===== config.mk =====
export PLATFORM = sky130hd
export DESIGN_NAME = ccs_config_crc_status
export DESIGN_NICKNAME = d
export VERILOG_FILES = /design/src/ccs_pkg.sv /design/src/ccs_config_crc_status.sv /design/src/ccs_sticky_flag.sv /design/src/ccs_crc_engine.sv
export SDC_FILE = /design/constraint.sdc
export NUM_CORES = 1
export LEC_CHECK = 0
export ABC_AREA = 1
export ABC_CLOCK_PERIOD_IN_PS = 3400
export BUFFER_PORTS_ARGS = -buffer_cell sky130_fd_sc_hd__buf_4
export CORE_MARGIN = 3
export CORE_UTILIZATION = 40
export DETAILED_ROUTE_END_ITERATION = 7
export PLACE_DENSITY = 0.65
export SLEW_MARGIN = 15
export SYNTH_ARGS = -nofsm -noshare
export SYNTH_HDL_FRONTEND = slang
export SYNTH_HIERARCHICAL = 1
export SYNTH_SLANG_ARGS = --single-unit
export TNS_END_PERCENT = 5

===== constraint.sdc =====
create_clock -name clk -period 3.4 [get_ports clk]
set_input_delay 0.34 -clock clk [delete_from_list [all_inputs] [get_ports clk]]
set_output_delay 0.34 -clock clk [all_outputs]
set_load 0.01 [all_outputs]

===== src/ccs_pkg.sv =====
// Functional notes
// Each output cycle a 16-bit checksum is recomputed over config, temp offset, the protection flag and secondary status bit 7, and stored as the settings checksum.
// The checksum inputs form a 64-bit array that is fed one bit per step into an LFSR generator.
// Bytes enter least significant byte first, and each byte enters with its most significant bit first.
// All sixteen generator state bits start at one, with bit 0 as the LSB and bit 15 as the MSB.
// Each of 64 steps uses feedback = input XOR bit 15, bit 0 = feedback AND g0, higher bits = feedback AND gi XOR the lower bit; the final state is stored.
// The checksum value after power-on is computed from the part's own temperature offset, not a fixed constant.
// A change of the checksum value sets the checksum-changed flag at primary status bit 1, which clears when primary status is read.
// Writing lock code 0xCA sets the protection-active flag at primary status bit 2.
// The protection flag clears on a primary status read and is set again at the next output cycle while protection stays on.
// The reset-in-progress flag at primary status bit 0 stays set during power-up and any reset and clears when the reset period ends.
// If the current and both voltage samples are not all read within an output cycle, the samples-unread flag at secondary bit 3 sets.
// The samples-unread flag clears when the secondary status register is read.
// Both status registers are readable singly, and primary status is also offered to the burst read sequence.
// The generator polynomial is x^16 + x^12 + x^5 + 1, so coefficients 0, 5 and 12 are one.
// After any reset the master polls primary status until bit 0 reads zero before configuring the device.
// A checksum change is found by comparing each new result with the value held from the previous cycle.
// A flag-setting event in the same cycle as a status read wins, so the flag stays set.
package ccs_pkg;

    // ==========================================================
    // Timing
    localparam int          CLK_PERIOD_NS = 50;
    localparam int          RESET_TIME_NS = 100000;
    localparam int          RST_CNT_W     = 11;
    localparam logic [10:0] RESET_CYCLES  =
        11'((RESET_TIME_NS + CLK_PERIOD_NS - 1) / CLK_PERIOD_NS);

    // ==========================================================
    // Checksum generator
    localparam int          CRC_W         = 16;
    localparam int          CRC_IN_W      = 64;
    localparam logic [15:0] CRC_POLY      = 16'h1021;
    localparam logic [15:0] CRC_INIT      = 16'hffff;
    localparam logic [15:0] CHECKSUM_RST  = 16'h0000;
    localparam logic [5:0]  CRC_LAST_STEP = 6'h3f;

    // Input array layout
    localparam int          IN_CFG_LSB    = 0;
    localparam int          IN_TOFS_LSB   = 8;
    localparam int          IN_PROT_BIT   = 18;
    localparam int          IN_AUX_BIT    = 31;

    // ==========================================================
    // Status fields
    localparam int          PRI_RESET_ON_BIT = 0;
    localparam int          PRI_CRC_CHG_BIT  = 1;
    localparam int          PRI_PROT_BIT     = 2;
    localparam int          SEC_UNREAD_BIT   = 3;
    localparam int          SEC_AUX_BIT      = 7;
    localparam logic [7:0]  PRI_RESET        = 8'h01;
    localparam logic [7:0]  SEC_RESET        = 8'h00;

    // ==========================================================
    // Lock codes
    localparam logic [7:0]  LOCK_ON_CODE  = 8'hca;
    localparam logic [7:0]  LOCK_OFF_CODE = 8'h9c;

    localparam logic [2:0]  ALL_SAMPLES   = 3'h7;

    typedef enum logic [1:0] {
        CCS_IDLE  = 2'b01,
        CCS_SHIFT = 2'b10
    } ccs_crc_state_t;

endpackage


===== src/ccs_config_crc_status.sv =====
`timescale 1ns/1ps
// All inputs come from logic on clk, so none is synchronised here.
module ccs_config_crc_status (
    input  wire logic       clk,
    input  wire logic       rstn,
    input  wire logic       soft_reset,
    input  wire logic       output_cycle,
    input  wire logic [7:0] config_value,
    input  wire logic [7:0] temp_offset_value,
    input  wire logic       secondary_aux_bit,
    input  wire logic       lock_write,
    input  wire logic [7:0] lock_data,
    input  wire logic       primary_read,
    input  wire logic       secondary_read,
    input  wire logic       current_sample_read,
    input  wire logic       voltage1_sample_read,
    input  wire logic       voltage2_sample_read,
    output logic [15:0]     settings_checksum,
    output logic [7:0]      primary_state_register,
    output logic [7:0]      secondary_state_register,
    output logic            protection_enabled,
    output logic            checksum_busy
);

    // ==========================================================
    // Declarations
    logic                           protect_en_q;
    logic [ccs_pkg::RST_CNT_W-1:0]  rst_cnt_q;
    logic                           reset_on_q;
    logic                           init_req_q;
    logic                           run_init_q;
    logic [15:0]                    checksum_q;
    logic [2:0]                     read_mask_q;
    logic [2:0]                     read_mask_now;
    logic                           samples_valid_q;
    logic [7:0]                     primary_q;
    logic [7:0]                     secondary_q;

    logic                           lock_on_wr;
    logic                           lock_off_wr;
    logic                           crc_start;
    logic                           crc_busy;
    logic                           crc_done;
    logic [15:0]                    crc_result;
    logic [63:0]                    crc_din;

    logic                           chg_set;
    logic                           prot_set;
    logic                           unread_set;
    logic                           chg_flag;
    logic                           prot_flag;
    logic                           unread_flag;

    // ==========================================================
    // Lock register decode
    assign lock_on_wr  = lock_write && (lock_data == ccs_pkg::LOCK_ON_CODE);
    assign lock_off_wr = lock_write && (lock_data == ccs_pkg::LOCK_OFF_CODE);

    always_ff @(posedge clk or negedge rstn) begin
        if (!rstn) begin
            protect_en_q <= 1'b0;
        end else if (soft_reset) begin
            protect_en_q <= 1'b0;
        end else if (lock_on_wr) begin
            protect_en_q <= 1'b1;
        end else if (lock_off_wr) begin
            protect_en_q <= 1'b0;
        end
    end

    // ==========================================================
    // Reset period timer
    always_ff @(posedge clk or negedge rstn) begin
        if (!rstn) begin
            rst_cnt_q <= ccs_pkg::RESET_CYCLES;
        end else if (soft_reset) begin
            rst_cnt_q <= ccs_pkg::RESET_CYCLES;
        end else if (rst_cnt_q != '0) begin
            rst_cnt_q <= rst_cnt_q - 1'b1;
        end
    end

    // Busy until the timer ends and the first checksum is in place
    always_ff @(posedge clk or negedge rstn) begin
        if (!rstn) begin
            reset_on_q <= 1'b1;
        end else if (soft_reset) begin
            reset_on_q <= 1'b1;
        end else begin
            // clear at end of reset period
            if (rst_cnt_q == '0 && !init_req_q && !(crc_busy && run_init_q)) begin
                reset_on_q <= 1'b0;
            end
        end
    end

    // ==========================================================
    // Checksum launch
    // array of config, offset and the two status bits
    always_comb begin
        crc_din = 64'h0;
        crc_din[ccs_pkg::IN_CFG_LSB +: 8]  = config_value;
        crc_din[ccs_pkg::IN_TOFS_LSB +: 8] = temp_offset_value;
        crc_din[ccs_pkg::IN_PROT_BIT]      = prot_flag;
        crc_din[ccs_pkg::IN_AUX_BIT]       = secondary_aux_bit;
    end

    // start once after reset and on each output cycle that finds the engine idle and no soft reset
    assign crc_start = !crc_busy && !soft_reset && (init_req_q || output_cycle);

    always_ff @(posedge clk or negedge rstn) begin
        if (!rstn) begin
            init_req_q <= 1'b1;
            run_init_q <= 1'b0;
        end else if (soft_reset) begin
            init_req_q <= 1'b1;
            run_init_q <= 1'b0;
        end else if (crc_start) begin
            // first result from this part's offset
            init_req_q <= 1'b0;
            run_init_q <= init_req_q;
        end
    end

    ccs_crc_engine u_crc (
        .clk    (clk),
        .rstn   (rstn),
        .start  (crc_start),
        .din    (crc_din),
        .busy   (crc_busy),
        .done   (crc_done),
        .result (crc_result)
    );

    // ==========================================================
    // Checksum register
    always_ff @(posedge clk or negedge rstn) begin
        if (!rstn) begin
            checksum_q <= ccs_pkg::CHECKSUM_RST;
        end else if (crc_done && !init_req_q) begin
            // store the new result, drop a run cut by a reset
            checksum_q <= crc_result;
        end
    end

    // compare with previous value before overwrite
    assign chg_set = crc_done && !run_init_q && !init_req_q && (crc_result != checksum_q);

    // ==========================================================
    // Status flags
    // checksum changed, cleared by primary read
    ccs_sticky_flag u_chg (
        .clk  (clk),
        .rstn (rstn),
        .wipe (soft_reset),
        .set  (chg_set),
        .clr  (primary_read),
        .flag (chg_flag)
    );

    // lock code sets protection flag
    // re-armed each output cycle while protected
    assign prot_set = lock_on_wr || (output_cycle && protect_en_q);

    ccs_sticky_flag u_prot (
        .clk  (clk),
        .rstn (rstn),
        .wipe (soft_reset),
        .set  (prot_set),
        .clr  (primary_read),
        .flag (prot_flag)
    );

    // ==========================================================
    // Sample read tracking
    assign read_mask_now = read_mask_q |
        {voltage2_sample_read, voltage1_sample_read, current_sample_read};

    always_ff @(posedge clk or negedge rstn) begin
        if (!rstn) begin
            read_mask_q     <= 3'h0;
            samples_valid_q <= 1'b0;
        end else if (soft_reset) begin
            read_mask_q     <= 3'h0;
            samples_valid_q <= 1'b0;
        end else if (output_cycle) begin
            read_mask_q     <= 3'h0;
            samples_valid_q <= 1'b1;
        end else begin
            read_mask_q <= read_mask_now;
        end
    end

    // missing sample read at cycle boundary
    assign unread_set = output_cycle && samples_valid_q &&
        (read_mask_now != ccs_pkg::ALL_SAMPLES);

    // cleared by secondary read
    ccs_sticky_flag u_unread (
        .clk  (clk),
        .rstn (rstn),
        .wipe (soft_reset),
        .set  (unread_set),
        .clr  (secondary_read),
        .flag (unread_flag)
    );

    // ==========================================================
    // Status register images
    // images for single and burst reads
    always_ff @(posedge clk or negedge rstn) begin
        if (!rstn) begin
            primary_q <= ccs_pkg::PRI_RESET;
        end else begin
            primary_q                            <= 8'h00;
            primary_q[ccs_pkg::PRI_RESET_ON_BIT] <= reset_on_q;
            primary_q[ccs_pkg::PRI_CRC_CHG_BIT]  <= chg_flag;
            primary_q[ccs_pkg::PRI_PROT_BIT]     <= prot_flag;
        end
    end

    always_ff @(posedge clk or negedge rstn) begin
        if (!rstn) begin
            secondary_q <= ccs_pkg::SEC_RESET;
        end else begin
            secondary_q                          <= 8'h00;
            secondary_q[ccs_pkg::SEC_UNREAD_BIT] <= unread_flag;
            secondary_q[ccs_pkg::SEC_AUX_BIT]    <= secondary_aux_bit;
        end
    end

    // ==========================================================
    // Outputs
    assign settings_checksum        = checksum_q;
    assign primary_state_register   = primary_q;
    assign secondary_state_register = secondary_q;
    assign protection_enabled       = protect_en_q;
    assign checksum_busy            = crc_busy;

endmodule


===== src/ccs_sticky_flag.sv =====
`timescale 1ns/1ps
module ccs_sticky_flag (
    input  wire logic clk,
    input  wire logic rstn,
    input  wire logic wipe,
    input  wire logic set,
    input  wire logic clr,
    output logic      flag
);
    logic flag_q;
    logic flag_d;

    always_comb begin
        if (wipe) begin
            flag_d = 1'b0;
        end else begin
            // set beats clear
            flag_d = set | (flag_q & ~clr);
        end
    end

    always_ff @(posedge clk or negedge rstn) begin
        if (!rstn) begin
            flag_q <= 1'b0;
        end else begin
            flag_q <= flag_d;
        end
    end

    assign flag = flag_q;
endmodule


===== src/ccs_crc_engine.sv =====
`timescale 1ns/1ps
module ccs_crc_engine (
    input  wire logic        clk,
    input  wire logic        rstn,
    input  wire logic        start,
    input  wire logic [63:0] din,
    output logic             busy,
    output logic             done,
    output logic [15:0]      result
);
    ccs_pkg::ccs_crc_state_t state_q;
    logic [63:0]             data_q;
    logic [5:0]              step_q;
    logic [15:0]             lfsr_q;
    logic [15:0]             lfsr_d;
    logic                    in_bit;
    logic                    fb;
    logic                    done_q;
    logic [15:0]             result_q;

    // LSB byte first, MSB of each byte first
    assign in_bit = data_q[{step_q[5:3], ~step_q[2:0]}];
    // feedback and shift step
    assign fb     = in_bit ^ lfsr_q[15];
    // taps at bits 0, 5 and 12
    assign lfsr_d = {lfsr_q[14:0], 1'b0} ^ (fb ? ccs_pkg::CRC_POLY : 16'h0000);

    // ==========================================================
    // Sequencer
    always_ff @(posedge clk or negedge rstn) begin
        if (!rstn) begin
            state_q <= ccs_pkg::CCS_IDLE;
            step_q  <= 6'h00;
        end else begin
            case (state_q)
                ccs_pkg::CCS_IDLE: begin
                    if (start) begin
                        state_q <= ccs_pkg::CCS_SHIFT;
                        step_q  <= 6'h00;
                    end
                end
                ccs_pkg::CCS_SHIFT: begin
                    step_q <= step_q + 6'h01;
                    if (step_q == ccs_pkg::CRC_LAST_STEP) begin
                        state_q <= ccs_pkg::CCS_IDLE;
                    end
                end
                default: begin
                    state_q <= ccs_pkg::CCS_IDLE;
                end
            endcase
        end
    end

    // ==========================================================
    // Shift register and result
    always_ff @(posedge clk or negedge rstn) begin
        if (!rstn) begin
            data_q   <= 64'h0;
            lfsr_q   <= ccs_pkg::CRC_INIT;
            done_q   <= 1'b0;
            result_q <= ccs_pkg::CHECKSUM_RST;
        end else begin
            done_q <= 1'b0;
            if (state_q == ccs_pkg::CCS_IDLE && start) begin
                // snapshot of the 64-bit array
                data_q <= din;
                // preset all ones
                lfsr_q <= ccs_pkg::CRC_INIT;
            end else if (state_q == ccs_pkg::CCS_SHIFT) begin
                lfsr_q <= lfsr_d;
                if (step_q == ccs_pkg::CRC_LAST_STEP) begin
                    done_q   <= 1'b1;
                    result_q <= lfsr_d;
                end
            end
        end
    end

    assign busy   = (state_q == ccs_pkg::CCS_SHIFT);
    assign done   = done_q;
    assign result = result_q;
endmodule


======== Word-level counts from Yosys, hierarchy flattened ========
Cells that the tools add are included.
storage, ports and cells
  bits in registers ....................... 102
  output and inout port bits .............. 34
cells by class
  add/sub/neg operators ................... 2
  order comparisons ....................... 1
  equal/unequal tests ..................... 9
  muxes and demuxes ....................... 31
  bitwise logic cells ..................... 13
  reduce and logical (&&, ||, !) cells .... 34
operators with widths
  operator                 number
  $mux W16                 2
  $mux W11                 2
  $mux W1                  18
  $eq A8 B8 Y1 const B     2
  $ne A16 B16 Y1           1
  $xor A16 B16 Y16         1
  $logic_and A1 B1 Y1      15
  $mux W13                 1
  $pmux W6 S2              1
  $reduce_bool A2 Y1       6
  $logic_not A11 Y1        1
  $reduce_bool A11 Y1      1
  $sub A11 B1 Y11 const B  1
  $lt A6 B7 Y1 const B     1
  $add A6 B1 Y6 const B    1
  $bmux W1 S6              1
  $eq A6 B6 Y1 const B     1
  $mux W3                  2
  $mux W6                  1
  $logic_not A1 Y1         5
  $mux W2                  2
  $ne A2 B1 Y1 const B     2
  $pmux W2 S2              1
  $reduce_and A2 Y1        2
  12 further kinds         19

======== Longest topological paths before layout ========
Gate-level depths: netlist of the first run.
  depth after elaboration ................. 8
  mapped depth ............................ 15
  mapped depth without buffers ............ 13

======== Modules after synthesis ========
Netlist of the first run, hierarchy kept.
modules (own cells, without submodules)
  module                 instances  cells each  area each (um^2)  sequential area each (um^2)
  ccs_crc_engine         1          584         4707.0            2648.8
  ccs_config_crc_status  1          243         2060.7            1012.2
  ccs_sticky_flag        3          5           45.0              25.0

======== Worst setup path after synthesis of the first run ========
OpenSTA, ideal clock, no wires.
  path kind ............................... flip-flop to flip-flop
  start ................................... reg u_crc.state_q[0]
  end ..................................... reg u_crc.lfsr_q[10]
  setup time .............................. 100 ps
  arrival time ............................ 1929 ps
  required time ........................... 3300 ps
  setup slack ............................. 1372 ps
  cell stages (with the launch flop) ...... 11
  period minus slack after synthesis ...... 2028 ps
  path through ............................ dfstp_2 -> nor2_1 -> buf_2 -> inv_1 -> nand2_1 -> a21oi_1 -> nand3_1 -> clkinv_1 -> nor2_1 -> clkbuf_1 -> a22oi_1
between the ends
  longest elaborated chain between the ends .. 6
  elaborated cells between the ends (all ways) .. 8
ends and longest elaborated chain
  element                                         line                          text
  start, declared                                 ccs_crc_engine.sv:11          ccs_pkg::ccs_crc_state_t state_q;
  start signal, assigned                          ccs_crc_engine.sv:32          state_q <= ccs_pkg::CCS_IDLE;
  start signal, assigned                          ccs_crc_engine.sv:38          state_q <= ccs_pkg::CCS_SHIFT;
  start signal, assigned                          ccs_crc_engine.sv:45          state_q <= ccs_pkg::CCS_IDLE;
  $eq A2 B2 Y1 (*)                                ccs_crc_engine.sv:80          assign busy = (state_q == ccs_pkg::CCS_SHIFT);
  via checksum_busy                               ccs_config_crc_status.sv:22   output logic checksum_busy
  $logic_not A1 Y1 (*)                            ccs_config_crc_status.sv:109  assign crc_start = !crc_busy && !soft_reset && (init_req_q || output_cycle);
  $logic_and A1 B1 Y1 (*) (2 in series)           ccs_config_crc_status.sv:109
  via crc_start                                   ccs_config_crc_status.sv:41   logic crc_start;
  $logic_and A1 B1 Y1 (*)                         ccs_crc_engine.sv:65          if (state_q == ccs_pkg::CCS_IDLE && start) begin
  $mux W16 or $reduce_bool A2 Y1 (tied branches)  -
  end signal, assigned                            ccs_crc_engine.sv:60          lfsr_q <= ccs_pkg::CRC_INIT;
  end signal, assigned                            ccs_crc_engine.sv:69          lfsr_q <= ccs_pkg::CRC_INIT;
  end signal, assigned                            ccs_crc_engine.sv:71          lfsr_q <= lfsr_d;
  end, declared                                   ccs_crc_engine.sv:14          logic [15:0] lfsr_q;
The timed path passes the listed nets; every way through them passes the cells marked *.
A chain may end at the register's enable or synchronous reset.

======== Worst setup path in the final report of the first run ========
  start ................................... reg u_crc.step_q[0]
  end ..................................... reg u_crc.result_q[10], in the netlist u_crc/result[10]
between the ends
  longest elaborated chain between the ends .. 2
ends and longest elaborated chain
  element                      line                  text
  start, declared              ccs_crc_engine.sv:13  logic [5:0] step_q;
  start signal, assigned       ccs_crc_engine.sv:43  step_q <= step_q + 6'h01;
  $eq A6 B6 Y1                 ccs_crc_engine.sv:72  if (step_q == ccs_pkg::CRC_LAST_STEP) begin
  $reduce_and A3 Y1 (no line)  -
  end signal, assigned         ccs_crc_engine.sv:62  result_q <= ccs_pkg::CHECKSUM_RST;
  end signal, assigned         ccs_crc_engine.sv:74  result_q <= lfsr_d;
  end, declared                ccs_crc_engine.sv:19  logic [15:0] result_q;
No other way between the ends.

==> metrics.md, run 1 <==
| Metric | Value |
|---|---|
| Status | completed |
| Port bufs | 57 |
| Placeable Area | 16800 µm² |
| Post-Syn Instances | 842 |
| Resized cells post-CTS | 0 |
| Largest family of logic cells by synthesized area | simple AND/OR/NAND/NOR gates |
| Post-Place Setup Slack | 0.861 ns |
| Global placement routability congestion | 0.771 |
| Worst Clk Skew | 0.00737 ns |
| RSZ-0062 raised after global routing | false |
| Final hold vios | 0 |
| Largest net degree at the start of global routing | 85 |
| Vias per cell | 4.55 |
| Max Slew Vio Count | 0 |
| Layout cells sized above 1 | 16.0% |
| First-pass GRT wire length | 23.9 mm |
| Critical path, cell by cell | ha_1 > nand2_1 > nor2_1 > inv_1 > nor2_1 > nand2_1 > nor2_2 > inv_1 > nand2_1 > o21ai_0 |
| Post-detail-place hpwl | 8.88 mm |
| Pleak | 0.00437 µW |
| Final WL | 14.1 mm |
| Synth Register Bits | 148 |
| Initial DRT Pass Iterations | 4 |
| CP max stage delay | 0.83 ns |
| Max-cap violations | 0 |
| CTS max path bufs | 2 |
| Die Y-Extent | 137 µm |
| DR WL/cell | 12.0 µm |
| Final period util | 75.2% |
| CTS tree | done |
| Area after DPL | 7600 µm² |
| Compound-Gate Fraction of Synth Area | 5.76% |
| Clock sink count | 148 |
| Post-synthesis average cell area | 8.20 µm² |
| Grt total ovfl | 0 |
| Worst path slowest cell | dfrtp_1 |
| Global Route Usage Sum | 15.9% |
| Area delta synth->final | 20.2% |
| Worst-path clk slew | 0.07 ns |
| Clock Latency Late Sink | 0.43 ns |
| CP most frequent cell | nand2_1 |
| Share of the yosys chip area belonging to registers | 54.1% |
| Inserted Diodes | 0 |
| Final setup vio count | 0 |
| DRC | 0 |
| Worst hold path class | in -> reg |
| Initial antenna violation count | 0 |
| Sum Neg Setup Slack | 0 ns |
| Critical Path AT | 2.82 ns |
| FILL cells | 1625 |
| Root buffer cell | clkbuf_16 |
| Final ANT Viol Nets | 0 |
| Yosys warns | 6 |
| Max Fclk | 0.391 GHz |
| Vias in the first global route | 4982 |
| Worst vdd ir | 0.494 mV |
| Multi-input logic area | 2800 µm² |
| Mux share of post-synthesis cell area | 1.63% |
| Max Fanout on Critical Path | 30 |
| CTS buffer count | 17 |
| Crit path kind | reg -> reg |
| Worst Setup Start Kind | register |
| Worst Max-Slew Pin Slew | 1.04 ns |
| DIE AREA | 18900 µm² |
| Starting density of the core | 41.2% |
| Total Power | 6130 µW |
| Site Rows | 47 |
| Post-Synth Simple-Gate Area | 28.4% |
| Post-synthesis adder-cell area fraction | 0.363% |
| H-tree levels | 4 |
| Net count reported at finish | 974 |
| Final WS setup | 0.845 ns |
| Via Count | 5319 |
| Pwr per Cell Area | 739 nW/µm² |
| Final min period | 2.56 ns |
| Design Area, Final | 8300 µm² |
| Number of distinct library cells after synthesis | 38 |
| Initial DRC Count | 296 |
| CP Capture Type | register |
| Max_slew headroom | 30.3% |
| Register Area | 3740 µm² |
| Synthesized area | 6900 µm² |
| Xor/xnor share of the synthesized area | 1.27% |
| Critical Path RT | 3.67 ns |
| Die W | 137 µm |
| I/O pins | 69 |
-- area by class of cell --
| class | instances | share of cell area [%] |
|---|---|---|
| inverters | 76 | 3.53 |
| clock buffers | 18 | 5.29 |
| well taps | 220 | 3.32 |
| clock inverters | 14 | 3.00 |
| repair buffers | 66 | 6.05 |
| multi-input cells | 628 | 33.8 |
| flip-flops and latches | 148 | 45.0 |
-- repair_timing --
action / CTS / global route
setup buffers: 0 / 0
endpoints found under the hold margin: 19 / 0
hold buffers: 1 / 0
-- report_power, final --
part           switching (µW)  total [µW]  internal, µW
registers                 259        2470          2210
clock network             763        2170          1410
logic                     970        1490           520
total                    1990        6130          4140
-- synthesized netlist by cell type (all sizes together) --
master | n | area (µm²)
nand2 | 364 | 1370
dfrtp | 122 | 3050
nand3 | 75 | 390
inv | 73 | 277
o21ai | 35 | 175
nor2 | 34 | 135
buf | 31 | 229
dfstp | 26 | 683
clkbuf | 15 | 56.3
a22oi | 14 | 110
a21oi | 10 | 65.1
mux2 | 10 | 113
xnor2 | 10 | 87.6
nor3 | 5 | 30.0
clkinv | 3 | 16.3
nand4 | 3 | 18.8
o22ai | 3 | 18.8
ha | 2 | 25.0
o31ai | 2 | 15.0
a31oi | 1 | 6.26
conb | 1 | 3.75
nand3b | 1 | 7.51
o211ai | 1 | 7.51
or2 | 1 | 6.26
-- registers in the layout, summed over array words and instances, names as in the netlist --
signal / cells
init_req_q: 1
u_prot/flag: 1
settings_checksum: 16
u_crc/step_q: 6
reset_on_q: 1
protection_enabled: 1
u_crc/lfsr_q: 16
read_mask_q: 3
secondary_state_register: 2
u_crc/result: 16
run_init_q: 1
samples_valid_q: 1
rst_cnt_q: 11
u_crc/done: 1
u_chg/flag: 1
primary_state_register: 3
u_crc/data_q: 64
u_unread/flag: 1
u_crc/state_q: 2
-- worst paths after layout --
kind,start,end,slack [ns],cells past startpoint
worst max register to register,u_crc/step_q[0],u_crc/result[10],0.84,10
worst max-delay path,u_crc/step_q[0],u_crc/result[10],0.84,10
worst min-delay path,secondary_aux_bit,secondary_state_register[7],0.04,1
max in group asynchronous,rstn,u_crc/lfsr_q[10],1.99,3
worst min register to register,reset_on_q,primary_state_register[0],0.37,0
min in group asynchronous,rstn,read_mask_q[0],0.55,2
-- per-layer routing --
layer  GRT usage [%]  routed length [µm]  up-vias
met2            25.7                6630       81
met3            4.71                 552       13
met1            20.8                6740     2463
met4            4.82                 135        0
met5               0                   0        -
li1                -                   -     2762
-- per-stage QoR --
stage               hold slack, ns  std cells  utilization [%]
CTS                         0.0130       1170             49.5
floorplan                   0.0444        898                -
finish                      0.0362       1170             49.5
detailed placement           0.362       1137             45.3
global route                0.0177       1170             49.5
global placement             0.358       1137             45.3
-- worst max-delay path, delay by kind of cell, from the launching register on --
family	cells	cell delay [ns]
AO/OA/AOI/OAI	1	0.12
AND/OR/NAND/NOR	6	0.74
flip-flops	1	0.83
adder cells (fa/ha/maj)	1	0.28
buffers and inverters	2	0.41
-- layout by cell type (no fill, tap or decap), types with 4 or more instances in the layout --
master,Yosys,routed
inv_2,5,6
dfrtp_1,122,122
nor2_1,31,31
clkbuf_16,0,17
inv_1,67,67
mux2_1,6,6
nor3_1,4,4
nand3_1,72,71
a21oi_1,6,6
a21oi_2,4,4
buf_4,16,64
conb_1,1,57
nand3_2,3,4
bufinv_16,0,6
a22oi_1,13,13
dfstp_2,26,26
nand2_1,361,361
xnor2_1,10,10
o21ai_0,33,33
mux2_2,4,4
-- kinds of logic (layout without fill, tap and decap cells) --
group | Yosys count | in the layout
XOR/XNOR | 10 | 10
other | 1 | 57
AO/OA/AOI/OAI | 66 | 66
flip-flops | 148 | 148
buffers and inverters | 122 | 174
adder cells (fa/ha/maj) | 2 | 2
multiplexers | 10 | 10
AND/OR/NAND/NOR | 483 | 483
(Power assumes the default switching activity.)
==> run 2: changes to the inputs <==
--- a/config.mk
+++ b/config.mk
@@ -6,7 +6,7 @@
 export NUM_CORES = 1
 export LEC_CHECK = 0
 export ABC_AREA = 1
-export ABC_CLOCK_PERIOD_IN_PS = 3400
+export ABC_CLOCK_PERIOD_IN_PS = 2650
 export BUFFER_PORTS_ARGS = -buffer_cell sky130_fd_sc_hd__buf_4
 export CORE_MARGIN = 3
 export CORE_UTILIZATION = 40
==> constraint.sdc (replaced) <==
create_clock -name clk -period 2.65 [get_ports clk]
set_input_delay 0.265 -clock clk [delete_from_list [all_inputs] [get_ports clk]]
set_output_delay 0.265 -clock clk [all_outputs]
set_load 0.01 [all_outputs]
==> run 2 against run 1 <==
Via count rose by 1.2%. Global-route usage up 0.27 points. Sequential share of layout area increased by 0.20 points. Cell area is 0.44% lower. Critical endpoint is now u_crc/state_q[1].
==> metrics.md, run 2 (synthesized netlist as in run 1, its figures left out) <==
| Metric | Value |
|---|---|
| Hold_ws | 0.0338 ns (-0.00234 ns) |
| CTS tree | done |
| Clock Latency Late Sink | 0.42 ns (about the same) |
| Port bufs | 57 (unchanged) |
| Final setup vio count | 0 (unchanged) |
| CP Capture Type | register |
| Global Route Usage Sum | 16.2% (+0.27 points) |
| Worst flop-to-flop path endpoint | u_crc/state_q[1] |
| Area after DPL | 7640 µm² (+0.49%) |
| Max reg flops | 64 (unchanged) |
| Worst-path clk slew | 0.06 ns (about the same) |
| Final WL | 14.1 mm (+0.47%) |
| Grt total ovfl | 0 (unchanged) |
| Reg with most FFs | u_crc/data_q |
| Worst Clk Skew | 0.00988 ns (+0.00251 ns) |
| Reg2reg path depth | 10 (unchanged) |
| Worst vdd ir | 0.525 mV (+6.3%) |
| Vias in the first global route | 5093 (+2.2%) |
| Design Area, Final | 8260 µm² (-0.44%) |
| DR WL/cell | 12.0 µm (about the same) |
| Critical Path AT | 2.61 ns (-0.21 ns) |
| Die W | 137 µm (unchanged) |
| Die Y-Extent | 137 µm (unchanged) |
| CTS buffer count | 17 (unchanged) |
| Area delta synth->final | 19.7% |
| Vias per cell | 4.58 (+0.74%) |
| Reg-to-reg setup timing slack | 0.34 ns (-0.51 ns) |
| Worst Setup Start Kind | register |
| CTS max path bufs | 2 (unchanged) |
| Status | completed |
| Critical R2R Launch | u_crc/state_q[0] |
| Clock sink count | 148 (unchanged) |
| Crit path from | u_crc/state_q[0] |
| Final min period | 2.31 ns (-0.243 ns) |
| Initial DRT Pass Iterations | 4 (unchanged) |
| Final Instance Count excl. Fillers | 1175 (+0.43%) |
| Via Count | 5381 (+1.2%) |
| Worst Hold End | u_crc/data_q[0] |
| WHS Path Cells | 3 (+2) |
| Critical Path RT | 2.95 ns (-0.72 ns) |
| Max_slew headroom | 26.7% (-3.6 points) |
| Initial DRC Count | 275 (-7.1%) |
| HP Start | config_value[0] |
| DRC | 0 (unchanged) |
| Net count reported at finish | 980 (+0.62%) |
| Max Fclk | 0.433 GHz (+11%) |
| Setup repair bufs after CTS | 0 (unchanged) |
| H-tree levels | 4 (unchanged) |
| Site Rows | 47 (unchanged) |
| Root buffer cell | clkbuf_16 |
| Max Fanout on Critical Path | 16 (-47%) |
| I/O pins | 69 (unchanged) |
| Commonest non-fill, non-tap cell in the layout | nand2_1 |
| Core Util, Final | 49.3% (-0.22 points) |
| Starting density of the core | 41.2% (unchanged) |
| Final ANT Viol Nets | 0 (unchanged) |
| DIE AREA | 18900 µm² (unchanged) |
| Pwr per Cell Area | 915 nW/µm² (+24%) |
| Global placement routability congestion | 0.771 (about the same) |
| Layout cells sized above 1 | 16.3% (+0.34 points) |
| Pleak | 0.00436 µW (-0.24%) |
| Post-detail-place hpwl | 8.99 mm (+1.2%) |
| Placed Cells | 1142 (+0.44%) |
| Max-cap violations | 0 (unchanged) |
| Most frequent cells in the layout | nand2_1, dfrtp_1, nand3_1, buf_4, inv_1 |
| First-pass GRT wire length | 24.3 mm (+1.8%) |
| Placeable Area | 16800 µm² (unchanged) |
| Initial antenna violation count | 0 (unchanged) |
| RSZ-0062 raised after global routing | false |
| Worst Max-Slew Pin Slew | 1.10 ns (+0.0531 ns) |
| Max Slew Vio Count | 0 (unchanged) |
| Largest net degree at the start of global routing | 79 (-7.1%) |
| Crit path kind | reg -> reg |
| Final period util | 87.2% (+12 points) |
| Inserted Diodes | 0 (unchanged) |
| Worst hold path class | in -> reg |
| Sum Neg Setup Slack | 0 ns (unchanged) |
| Final hold vios | 0 (unchanged) |
[run 2: changes by cell type in the layout (fill, tap and decap cells not counted), sizes merged]
cell	before	now
buf	65	70
bufinv	6	3
clkinv	4	7
clkbuf	18	17
dlygate4sd3	1	2
[run 2: what timing repair did]
action                    4_1_cts  5_1_grt
gates resized for setup         0        0
hold buffers                    2        0
hold endpoints to repair       56        0
[run 2: worst max-delay path by stage]
stage / end / slack (ns) / cells after the start
final: u_crc/state_q[1] / 0.34 / 10
after global routing: u_crc/state_q[1] / 0.06 / 11
after floorplan: u_crc/lfsr_q[10] / 0.62 / 10
after detailed placement: u_crc/state_q[1] / 0.36 / 10
after CTS: u_crc/state_q[1] / 0.35 / 10
after global placement: u_crc/state_q[1] / 0.45 / 10
[run 2: stage by stage]
stage,setup WS (ns),power (µW)
after floorplan,0.622,4660
after global placement,0.449,5120
after detailed placement,0.362,5170
after CTS,0.351,7660
after global routing,0.0587,8140
final,0.338,7560
[run 2: layer usage]
metal  global-route usage [%]  routed length, µm  part of all wire, %
met5                        0                  0                    0
met1                     21.5               6750                   48
met3                     4.09                537                  3.8
met4                     5.60                187                  1.3
met2                     25.9               6660                   47
[run 2: cell type report]
cell class	instances	area (µm²)
Clock buffer	17	425
Clock inverter	14	179
Fill cell	1633	8500
Inverter	76	293
Multi-Input combinational cell	628	2800
Sequential cell	148	3740
Tap cell	220	275
Timing Repair Buffer	72	549
[run 2: where the power goes]
| part | internal (µW) | switching, µW |
|---|---|---|
| sequential | 2840 | 289 |
| combinational | 677 | 1310 |
| clock | 1490 | 960 |
[run 2: critical path: stages (launching register included)]
cell and delay, ns:
dfstp_2 0.37, nor2_1 0.13, inv_1 0.08, nand2_1 0.08
a21oi_1 0.06, nand3_2 0.10, inv_2 0.04, nor2_1 0.81
inv_1 0.26, o21ai_0 0.19, inv_1 0.06
